--- src/common/sdct_defs.vh ---
// constants for the sdram command timing core
`ifndef SDCT_DEFS_VH
`define SDCT_DEFS_VH

// command code {ras_n, cas_n, we_n}
`define SDCT_CMD_NOP   3'h7
`define SDCT_CMD_ACT   3'h3
`define SDCT_CMD_PRE   3'h2
`define SDCT_CMD_RD    3'h5
`define SDCT_CMD_WR    3'h4
`define SDCT_CMD_BST   3'h6
`define SDCT_CMD_REF   3'h1
`define SDCT_CMD_MRS   3'h0

// address fields
`define SDCT_A_AUTOPRE 10
`define SDCT_MR_BL_LO  0
`define SDCT_MR_CL_LO  4

// mode register reset values and codes
`define SDCT_BL_RESET  3'h0
`define SDCT_CL_RESET  3'h2
`define SDCT_CL_THREE  3'h3
`define SDCT_BL_FULL   3'h7

`endif

--- src/rtl/sdct_core.v ---
// sdram command decode, burst and latency core
`include "sdct_defs.vh"
`timescale 1ns/1ps
`default_nettype none
module sdct_core #(
	parameter COLW = 9,
	parameter DW   = 16
) (
	input  wire                clk,
	input  wire                rst_n,
	input  wire                cke,
	input  wire                cs_n,
	input  wire                ras_n,
	input  wire                cas_n,
	input  wire                we_n,
	input  wire                bank_select_bit0,
	input  wire                bank_select_bit1,
	input  wire [12:0]         addr,
	input  wire                low_byte_mask,
	input  wire                high_byte_mask,
	input  wire [DW-1:0]       dq_in,
	output wire [DW-1:0]       dq_out,
	output wire [DW-1:0]       dq_oe,
	output wire [COLW+1:0]     rd_addr,
	output wire                rd_addr_valid,
	input  wire [DW-1:0]       rd_word,
	output wire                wr_valid,
	input  wire                wr_ready,
	output wire [DW+COLW+3:0]  wr_word,
	output reg                 wr_overflow_r,
	output reg  [3:0]          bank_open_r,
	output reg  [2:0]          read_latency_setting_r,
	output reg  [2:0]          burst_count_r,
	output reg                 refresh_pulse_r,
	output reg                 mode_set_pulse_r,
	output reg                 self_refresh_r,
	output wire                power_down
);
	reg              cke_d_r;
	reg              rd_act_r;
	reg              wr_act_r;
	reg              ap_r;
	reg  [COLW:0]    left_r;
	reg  [COLW-1:0]  col_r;
	reg  [1:0]       bank_r;
	reg              p0_v_r;
	reg  [COLW+1:0]  p0_addr_r;
	reg              p1_v_r;
	reg  [DW-1:0]    p1_data_r;
	reg  [1:0]       mask_d_r;
	reg  [DW-1:0]    dq_out_r;
	reg  [1:0]       oe_r;

	wire             en;
	wire             cmd_v;
	wire [2:0]       cmd;
	wire [1:0]       bank;
	wire             c_act;
	wire             c_pre;
	wire             c_rd;
	wire             c_wr;
	wire             c_bst;
	wire             c_ref;
	wire             c_mrs;
	wire             col_cmd;
	wire             stop;
	wire             rd_beat;
	wire             wr_beat;
	wire [COLW-1:0]  beat_col;
	wire [1:0]       beat_bank;
	wire [COLW:0]    blen;
	wire [COLW:0]    left_nxt;
	wire [COLW-1:0]  wrap;
	wire [COLW-1:0]  col_nxt;
	wire             burst_end;
	wire             cl3;
	wire [DW-1:0]    out_src;
	wire             out_v;
	wire             buf_ready;
	wire [1:0]       wr_be;

	// burst length in beats for a mode register code
	function [COLW:0] bl_len;
		input [2:0] code;
		begin
			case (code)
				3'h0:         bl_len = {{COLW{1'b0}}, 1'b1};
				3'h1:         bl_len = {{(COLW-1){1'b0}}, 2'h2};
				3'h2:         bl_len = {{(COLW-2){1'b0}}, 3'h4};
				3'h3:         bl_len = {{(COLW-3){1'b0}}, 4'h8};
				`SDCT_BL_FULL: bl_len = {1'b1, {COLW{1'b0}}};
				default:      bl_len = {{COLW{1'b0}}, 1'b1};
			endcase
		end
	endfunction

	// internal clock runs on edges whose previous cke sample was high
	assign en         = cke_d_r;
	assign power_down = ~cke_d_r;

	// commands latch only while chip select is low
	assign cmd_v = en & ~cs_n;
	assign cmd   = {ras_n, cas_n, we_n};
	assign bank  = {bank_select_bit1, bank_select_bit0};

	// row strobe low, column high: write enable picks activate or precharge
	assign c_act = cmd_v & (cmd == `SDCT_CMD_ACT);
	assign c_pre = cmd_v & (cmd == `SDCT_CMD_PRE);
	assign c_rd  = cmd_v & (cmd == `SDCT_CMD_RD);
	assign c_wr  = cmd_v & (cmd == `SDCT_CMD_WR);
	assign c_bst = cmd_v & (cmd == `SDCT_CMD_BST);
	assign c_ref = cmd_v & (cmd == `SDCT_CMD_REF);
	assign c_mrs = cmd_v & (cmd == `SDCT_CMD_MRS);

	// a new column command simply replaces the running burst
	assign col_cmd = c_rd | c_wr;
	assign stop    = col_cmd | c_bst |
		(c_pre & (addr[`SDCT_A_AUTOPRE] | (bank == bank_r)));

	assign rd_beat   = c_rd | (en & rd_act_r & ~stop);
	assign wr_beat   = c_wr | (en & wr_act_r & ~stop);
	assign beat_col  = col_cmd ? addr[COLW-1:0] : col_r;
	assign beat_bank = col_cmd ? bank : bank_r;
	assign blen      = bl_len(burst_count_r);
	assign left_nxt  = (col_cmd ? blen : left_r) - {{COLW{1'b0}}, 1'b1};
	assign wrap      = blen[COLW-1:0] - {{(COLW-1){1'b0}}, 1'b1};
	assign col_nxt   = (beat_col & ~wrap) | ((beat_col + {{(COLW-1){1'b0}}, 1'b1}) & wrap);
	assign burst_end = (rd_beat | wr_beat) & (left_nxt == {(COLW+1){1'b0}});

	// write path: mask high blocks the word in the same cycle, per byte
	assign wr_be = ~{high_byte_mask, low_byte_mask};

	sdct_buf2 #(
		.W (DW + COLW + 4)
	) u_wbuf (
		.clk       (clk),
		.rst_n     (rst_n),
		.in_valid  (wr_beat & (wr_be != 2'h0)),
		.in_ready  (buf_ready),
		.in_data   ({beat_bank, beat_col, wr_be, dq_in}),
		.out_valid (wr_valid),
		.out_ready (wr_ready),
		.out_data  (wr_word)
	);

	// read path: stage 0 holds the address, rd_word comes back from storage
	assign cl3           = (read_latency_setting_r == `SDCT_CL_THREE);
	assign rd_addr       = p0_addr_r;
	assign rd_addr_valid = p0_v_r;
	assign out_src       = cl3 ? p1_data_r : rd_word;
	assign out_v         = cl3 ? p1_v_r : p0_v_r;
	assign dq_out        = dq_out_r;

	genvar g;
	generate
		for (g = 0; g < DW; g = g + 1) begin : g_oe
			assign dq_oe[g] = oe_r[(g * 2) / DW];
		end
	endgenerate

	always @(posedge clk or negedge rst_n) begin
		if (!rst_n) begin
			cke_d_r <= 1'b1;
		end else begin
			cke_d_r <= cke;
		end
	end

	// command, burst and mode state; frozen while the internal clock stops, except that the pulses clear and self_refresh_r clears on cke high
	always @(posedge clk or negedge rst_n) begin
		if (!rst_n) begin
			rd_act_r               <= 1'b0;
			wr_act_r               <= 1'b0;
			ap_r                   <= 1'b0;
			left_r                 <= {(COLW+1){1'b0}};
			col_r                  <= {COLW{1'b0}};
			bank_r                 <= 2'h0;
			bank_open_r            <= 4'h0;
			read_latency_setting_r <= `SDCT_CL_RESET;
			burst_count_r          <= `SDCT_BL_RESET;
			refresh_pulse_r        <= 1'b0;
			mode_set_pulse_r       <= 1'b0;
			self_refresh_r         <= 1'b0;
			wr_overflow_r          <= 1'b0;
		end else begin
			refresh_pulse_r  <= c_ref & cke;
			mode_set_pulse_r <= c_mrs;
			wr_overflow_r    <= wr_beat & (wr_be != 2'h0) & ~buf_ready;
			if (c_ref & ~cke)
				self_refresh_r <= 1'b1;
			else if (self_refresh_r & cke)
				self_refresh_r <= 1'b0;
			if (en) begin
				if (c_mrs) begin
					burst_count_r          <= addr[`SDCT_MR_BL_LO +: 3];
					read_latency_setting_r <= addr[`SDCT_MR_CL_LO +: 3];
				end
				if (col_cmd) begin
					ap_r   <= addr[`SDCT_A_AUTOPRE];
					bank_r <= bank;
				end else if (stop) begin
					ap_r <= 1'b0;
				end
				if (rd_beat | wr_beat) begin
					left_r <= left_nxt;
					col_r  <= col_nxt;
				end
				rd_act_r <= rd_beat & ~burst_end;
				wr_act_r <= wr_beat & ~burst_end;
				if (c_act)
					bank_open_r[bank] <= 1'b1;
				else if (c_pre & addr[`SDCT_A_AUTOPRE])
					bank_open_r <= 4'h0;
				else if (c_pre)
					bank_open_r[bank] <= 1'b0;
				if (burst_end & (col_cmd ? addr[`SDCT_A_AUTOPRE] : ap_r))
					bank_open_r[beat_bank] <= 1'b0;
			end
		end
	end

	// read pipeline: data valid at edge 3 after the beat for latency code 3, at edge 2 for any other code
	always @(posedge clk or negedge rst_n) begin
		if (!rst_n) begin
			p0_v_r    <= 1'b0;
			p0_addr_r <= {(COLW+2){1'b0}};
			p1_v_r    <= 1'b0;
			p1_data_r <= {DW{1'b0}};
			mask_d_r  <= 2'h3;
			dq_out_r  <= {DW{1'b0}};
			oe_r      <= 2'h0;
		end else if (en) begin
			p0_v_r    <= rd_beat;
			p0_addr_r <= {beat_bank, beat_col};
			p1_v_r    <= p0_v_r;
			p1_data_r <= rd_word;
			mask_d_r  <= {high_byte_mask, low_byte_mask};
			dq_out_r  <= out_src;
			// mask sampled one edge back turns the byte off at the next
			oe_r      <= {2{out_v}} & ~mask_d_r;
		end
	end
endmodule // sdct_core
`default_nettype wire

--- src/rtl/sdct_buf2.v ---
// two-entry valid/ready buffer
`timescale 1ns/1ps
`default_nettype none
module sdct_buf2 #(
	parameter W = 8
) (
	input  wire         clk,
	input  wire         rst_n,
	input  wire         in_valid,
	output wire         in_ready,
	input  wire [W-1:0] in_data,
	output wire         out_valid,
	input  wire         out_ready,
	output wire [W-1:0] out_data
);
	reg  [W-1:0] mem_r [0:1];
	reg          rd_ptr_r;
	reg          wr_ptr_r;
	reg  [1:0]   count_r;
	wire         push;
	wire         pop;

	assign in_ready  = (count_r != 2'h2);
	assign out_valid = (count_r != 2'h0);
	assign out_data  = mem_r[rd_ptr_r];
	assign push      = in_valid & in_ready;
	assign pop       = out_valid & out_ready;

	always @(posedge clk or negedge rst_n) begin
		if (!rst_n) begin
			rd_ptr_r <= 1'b0;
			wr_ptr_r <= 1'b0;
			count_r  <= 2'h0;
		end else begin
			if (push)
				wr_ptr_r <= ~wr_ptr_r;
			if (pop)
				rd_ptr_r <= ~rd_ptr_r;
			count_r <= count_r + {1'b0, push} - {1'b0, pop};
		end
	end

	always @(posedge clk) begin
		if (push)
			mem_r[wr_ptr_r] <= in_data;
	end
endmodule // sdct_buf2
`default_nettype wire

--- config.mk ---
export PLATFORM = sky130hd
export DESIGN_NAME = sdct_core
export DESIGN_NICKNAME = d
export VERILOG_FILES = /design/src/rtl/sdct_core.v /design/src/rtl/sdct_buf2.v
export VERILOG_INCLUDE_DIRS = /design/src /design/src/common
export SDC_FILE = /design/constraint.sdc
export NUM_CORES = 1
export LEC_CHECK = 0
export ABC_CLOCK_PERIOD_IN_PS = 4610
export BUFFER_PORTS_ARGS = -buffer_cell sky130_fd_sc_hd__buf_2
export CORE_UTILIZATION = 25
export CTS_BUF_LIST = sky130_fd_sc_hd__clkbuf_16
export DETAILED_ROUTE_END_ITERATION = 10
export SKIP_CTS_REPAIR_TIMING = 1
export SYNTH_ARGS = -nofsm -noshare
export SYNTH_HDL_FRONTEND = slang
export SYNTH_SLANG_ARGS = --single-unit
--- constraint.sdc ---
create_clock -name clk -period 4.61 [get_ports clk]
set_input_delay 0.2305 -clock clk [delete_from_list [all_inputs] [get_ports clk]]
set_output_delay 0.2305 -clock clk [all_outputs]
set_load 0.05 [all_outputs]
* Word-level counts from Yosys, hierarchy flattened
Memories as Yosys holds them, arrays and structs flattened.
Cells that the tools add are included.
** Operators by class
- Add/subtract/negate cells :: 5
- Multipliers :: 0
- Divide/modulo/power cells :: 0
- $lt $le $gt $ge :: 4
- Eq/ne operators :: 13
- Shift-type cells :: 0
- Multiplexer cells :: 22
- Bitwise operators :: 52
- Reductions and logical operators :: 11
** Operators with widths (number)
- 10-bit one-hot mux with 4 select lines :: 1
- 1-bit bitwise AND :: 25
- 4-bit 2-to-1 mux :: 5
- 9-bit bitwise AND :: 2
- 16-bit 2-to-1 mux :: 1
- 3-bit by 2-bit equality test with 1-bit output, second input constant :: 5
- 3-bit equality test, second input constant :: 4
- 10-bit logical NOT :: 1
- 1-bit 2-to-1 mux :: 10
- 10-bit 2-to-1 mux :: 1
- 10-bit by 1-bit subtractor with 10-bit output, second input constant :: 1
- 9-bit by 1-bit adder with 9-bit output, second input constant :: 1
- 9-bit 2-to-1 mux :: 1
- 9-bit inverter :: 1
- 9-bit OR :: 1
- 9-bit by 1-bit subtractor with 9-bit output, second input constant :: 1
- 4-bit bitwise AND :: 2
- 1-bit inverter :: 8
- 4-bit inverter :: 2
- 2-bit nonzero test :: 4
- 1-bit OR :: 7
- 3-bit by 1-bit equality test with 1-bit output, second input constant :: 2
- 2-bit by 3-bit less-than comparator with 1-bit output, second input constant :: 2
- 2-bit AND reduction :: 3
- 12 further kinds :: 16
** Word-level totals
- Register bits :: 92
- Bits in latches :: 0
- Memory bits (writable) :: 58
- Bits in read-only memories :: 0
- Input bits :: 57
- Output and inout port bits :: 89
- Logic and storage cells :: 132
- Memories kept :: 1
** Memories
- u_wbuf.mem_r :: depth 2, bits a word 29, read ports 1, clocked after memory_dff 0, write ports 1, RTL line sdct_buf2.v:16 : reg [W-1:0] mem_r [0:1];

* Depth between registers and ports, before layout
- Word-level depth :: 13
- Gate-level depth with buffers :: 15
- Depth with buffers taken out :: 11

* Cells and area by module
From an unflattened synthesis, not the netlist that was laid out.
** Unflattened totals
- Cell total of the unflattened synthesis :: 529
- Area, all modules :: 6577.6 um^2
** By module, submodules not included
- sdct_core :: times used 1, cells each 422, area an instance 4295.4 um^2, seq. area each 2157.1 um^2
- sdct_buf2 :: times used 1, cells each 107, area an instance 2282.2 um^2, seq. area each 1841.8 um^2

* Worst setup path before layout
OpenSTA, ideal clock, no wires.
- Path kind :: register to register
- From :: reg cke_d_r
- To :: reg bank_open_r[2]
- Library setup time :: 0.142 ns
- Arrival time :: 3.321 ns
- Required time :: 4.468 ns
- Path slack :: 1.147 ns
- Stages on the path, launching flop included :: 16
- Path buffers :: 5
- Period minus slack after synthesis :: 3.463 ns
- Path through :: dfstp_2 nand4bb_1 buf_6 clkbuf_1 clkbuf_1 nor4b_1 a21oi_1 ha_1 buf_6 or4b_4 nor4_4 nor2_1 a2111oi_4 and3_1 buf_2 a41oi_1
** Between the ends
- Cells in the longest elaborated chain, start to end :: 12
- Elaborated cells on any way between the ends :: 38
- Those cells by class :: add/sub: 1; order compare: 2; mux: 10; bitwise: 23; reduce/logical: 2
** Ends and longest elaborated chain
- start: declaration :: RTL line sdct_core.v:39 : reg cke_d_r;
- start signal: assignment :: RTL line sdct_core.v:165 : cke_d_r <= cke;
- parallel branches: the longest is 12 deep, another holds 10-bit by 1-bit subtractor with 10-bit output
- end signal: assignment :: RTL line sdct_core.v:213 : bank_open_r <= 4'h0;
- end signal: indexed assignment :: RTL line sdct_core.v:215 : bank_open_r[bank] <= 1'b0;
- end signal: indexed assignment :: RTL line sdct_core.v:217 : bank_open_r[beat_bank] <= 1'b0;
- end: declaration :: RTL line sdct_core.v:31 : output reg [3:0] bank_open_r,
Several ways; the timed one is not identified. The select of a mux whose other input is x is not followed.
A chain may end at the register's enable or synchronous reset.

* Worst setup path in the final report
- From :: reg cke_d_r
- To :: reg bank_open_r[3]
The elaborated chain is that of the path after synthesis.

==> results.cfg <==
[global_routing]
grt_max_degree = 53
grt_pass1_wl_mm = 23.81
gr-total-overflow = 0
track_usage_pct = 11.58
number_of_global_route_vias_before_repair = 4409
antenna_violations_before_repair = 2

[timing]
timing.final.crit_share_pct = 78.89
maximum_clock_skew_at_final_layout_ns = 0.006626
worst-slew-pin-transition_ns = 1.072
grt_setup_unrepaired = no
max-slew-margin-rel_pct = 27.92
finalSetupTns_ns = 0
hold_viol = 0
final-setup-viol-count = 0
slew_violations = 0
fmax_ghz = 0.2750
fin_crit_ns = 3.637
hold_ws_ns = 0.04257

[synthesis]
netlist_instances = 532
ys_ff_latch = 148
post_synth.cell_area_avg_um2 = 12.43
synth_edf_count = 58
yosysUniqueCellTypes = 60
synth-seq-area-share_pct = 60.45
netlist_area_um2 = 6615
synth-main-ff-cell = sky130_fd_sc_hd__dfrtp_1
synth_fp_nets = 594
synth_async_sr_flop_share_pct = 60.81
synth.yosys.warnings = 0

[cts]
clk_path_buf_depth = 2
clock_latency_of_the_later_clocked_register_in_the_worst_skew_pair_ns = 0.42
cts.root.buffer_cell = sky130_fd_sc_hd__clkbuf_16
cts_htree_levels = 4
cts_inserted_buffers = 17
cts_sinks = 148
worst_setup_hold_path_clk_slew_ns = 0.07
tritoncts_clock_tree = yes

[cells_and_area]
final_util_pct = 32.26
num-nets-final = 743
final_common_cell = sky130_fd_sc_hd__buf_2
syn2layout_area_growth_pct = 26.73
final_layout_size_suffix_gt1_share_pct = 36.46
layout.cells.most_common_list = 141 x sky130_fd_sc_hd__buf_2, 86 x sky130_fd_sc_hd__dfrtp_1, 58 x sky130_fd_sc_hd__edfxtp_1, 54 x sky130_fd_sc_hd__mux2_2, 49 x sky130_fd_sc_hd__nor2_1
instances_no_fill = 1030
postLayoutCellArea_um2 = 8383

[critical_path]
timing_worst_setup_path_type = flip-flop to flip-flop
critPathMaxFanout = 24
r2r_cells = 9
critical_path_required_ns = 4.89
worst_path_max_delay_cell = sky130_fd_sc_hd__dfstp_2
critical_path.reg2reg.startpoint = cke_d_r
timing.critical_path.slowest_cell_delay_ns = 0.83
crit_path_start_kind = flip-flop
path_cells = nand4bb_1 > a21oi_1 > ha_1 > or4b_4 > nor4_4 > nor2_1 > a2111oi_4 > and3_1 > a41oi_1
r2r_slack_ns = 0.97
crit-reg2reg-capture = bank_open_r[3]
cp.buffers_inverters = 0
critPathCaptureType = flip-flop
critical_path_arrival_ns = 3.92
critical_path_depth = 9
path_delay_family = simple AND/OR/NAND/NOR gates

[hold_path]
hold_depth = 3
hp-class = input pin to flip-flop
worstHoldStart = addr[2]
min_to = burst_count_r[2]

[floorplanning]
floorplan.die_area_um2 = 27110
die_y_um = 164.7
row_count = 59
starting_utilization_of_the_core_area_pct = 25.46
core_area_um2 = 25980
die_width_um = 164.7
io-pin-count = 146

[power_and_ir_drop]
pwr_density_cell_nw_per_um2 = 574.3
total_leakage_power_nw = 3.690
irDropWorstVdd_uv = 272.2

[drt]
detailedRoute.firstPassIterationCount = 4
route.detailed.vias_per_inst = 4.366
route.vias.total = 4497
drt_iter0_markers = 251
drc = 0
drtAntennaViolNets = 0
wire_per_inst_um = 14.85
postRouteWirelength_mm = 15.30

[job]
max_cap_violations = 0

[placed_design]
hpwl_mm = 10.63
place.port_buffers = 142
placed_area_um2 = 7606
gp_congestion = 0.8248
post-place-cells = 979

[run_status]
outcome = finished clean
## area by class of cell
class	instances	area (µm²)
inverters	21	78.83
fillers	2643	17600
repair buffers	169	960.9
multi-input cells	324	2328
clock inverters	15	168.9
clock buffers	17	425.4
well taps	335	419.2
diodes	1	2.502
flip-flops and latches	148	3999
## sequential cells by signal, summed over array words and instances, names as in the netlist, 2 cells and up
signal                  cells
mask_d_r                    2
left_r                     10
rd_addr                     9
bank_open_r                 4
burst_count_r               3
read_latency_setting_r      3
oe_r                        2
u_wbuf.mem_r               58
u_wbuf.count_r              2
p1_data_r                  16
dq_out                     16
col_r                       9
bank_r                      2
## how the worst max path moves through the flow
stage	startpoint	to
after global routing	cke_d_r	bank_open_r[2]
final	cke_d_r	bank_open_r[3]
after floorplan	cke_d_r	bank_open_r[2]
after global placement	cke_d_r	bank_open_r[3]
after CTS	cke_d_r	bank_open_r[2]
after detailed placement	cke_d_r	bank_open_r[3]
## worst register-to-register path: stages (launching register included)
cell,delay (ns)
sky130_fd_sc_hd__dfstp_2,0.83
sky130_fd_sc_hd__nand4bb_1,0.31
sky130_fd_sc_hd__a21oi_1,0.29
sky130_fd_sc_hd__ha_1,0.33
sky130_fd_sc_hd__or4b_4,0.54
sky130_fd_sc_hd__nor4_4,0.16
sky130_fd_sc_hd__nor2_1,0.11
sky130_fd_sc_hd__a2111oi_4,0.41
sky130_fd_sc_hd__and3_1,0.37
sky130_fd_sc_hd__a41oi_1,0.16
## where the power goes
part           internal (mW)  switching (mW)
sequential              1.61           0.194
clock                  0.770           0.622
combinational          0.509            1.11
## metal layers
metal  track usage, %  vias up  wire length (µm)  part of all wire, %
li1                 -     2187                 -                    -
met1            14.20     2184              6743                   44
met2            18.87      106              7354                   48
met3            3.692       18               917                  6.0
met4            4.462        2               269                  1.8
met5                0        -                13                0.085
## Yosys cell counts (4+ instances only)
cell type | instances | share of area (%)
sky130_fd_sc_hd__dfstp_2 | 4 | 1.6
sky130_fd_sc_hd__mux2_2 | 54 | 9.2
sky130_fd_sc_hd__nand3_1 | 4 | 0.30
sky130_fd_sc_hd__a31oi_1 | 5 | 0.47
sky130_fd_sc_hd__nor2_1 | 51 | 2.9
sky130_fd_sc_hd__buf_4 | 15 | 1.7
sky130_fd_sc_hd__xnor2_1 | 15 | 2.0
sky130_fd_sc_hd__nand2_1 | 39 | 2.2
sky130_fd_sc_hd__inv_1 | 20 | 1.1
sky130_fd_sc_hd__ha_1 | 5 | 0.95
sky130_fd_sc_hd__nor3_1 | 4 | 0.30
sky130_fd_sc_hd__a21oi_1 | 37 | 2.8
sky130_fd_sc_hd__a21o_1 | 4 | 0.45
sky130_fd_sc_hd__edfxtp_1 | 58 | 26
sky130_fd_sc_hd__clkbuf_1 | 15 | 0.85
sky130_fd_sc_hd__dfrtp_1 | 86 | 33
sky130_fd_sc_hd__mux2i_1 | 27 | 4.1
sky130_fd_sc_hd__o21ai_0 | 21 | 1.6
## per-stage QoR
stage,total power [mW],worst slack (ns)
after floorplan,3.082,1.147
after global placement,3.428,1.013
after detailed placement,3.449,0.9837
after CTS,4.869,0.9586
after global routing,5.087,0.7458
final,4.814,0.9731
## kinds of logic (layout without fill, tap and decap cells)
family / count (synthesis) / count (layout) / share of synthesized area [%]
compound gates: 94 / 94 / 9.079
xor+xnor: 18 / 18 / 2.383
fa+ha+maj: 6 / 6 / 1.097
buf+inv: 60 / 222 / 4.558
flops: 148 / 148 / 60.45
mux: 81 / 81 / 13.28
other cells: 0 / 1 / 0
simple gates: 125 / 125 / 9.155
(Power assumes the default switching activity.)
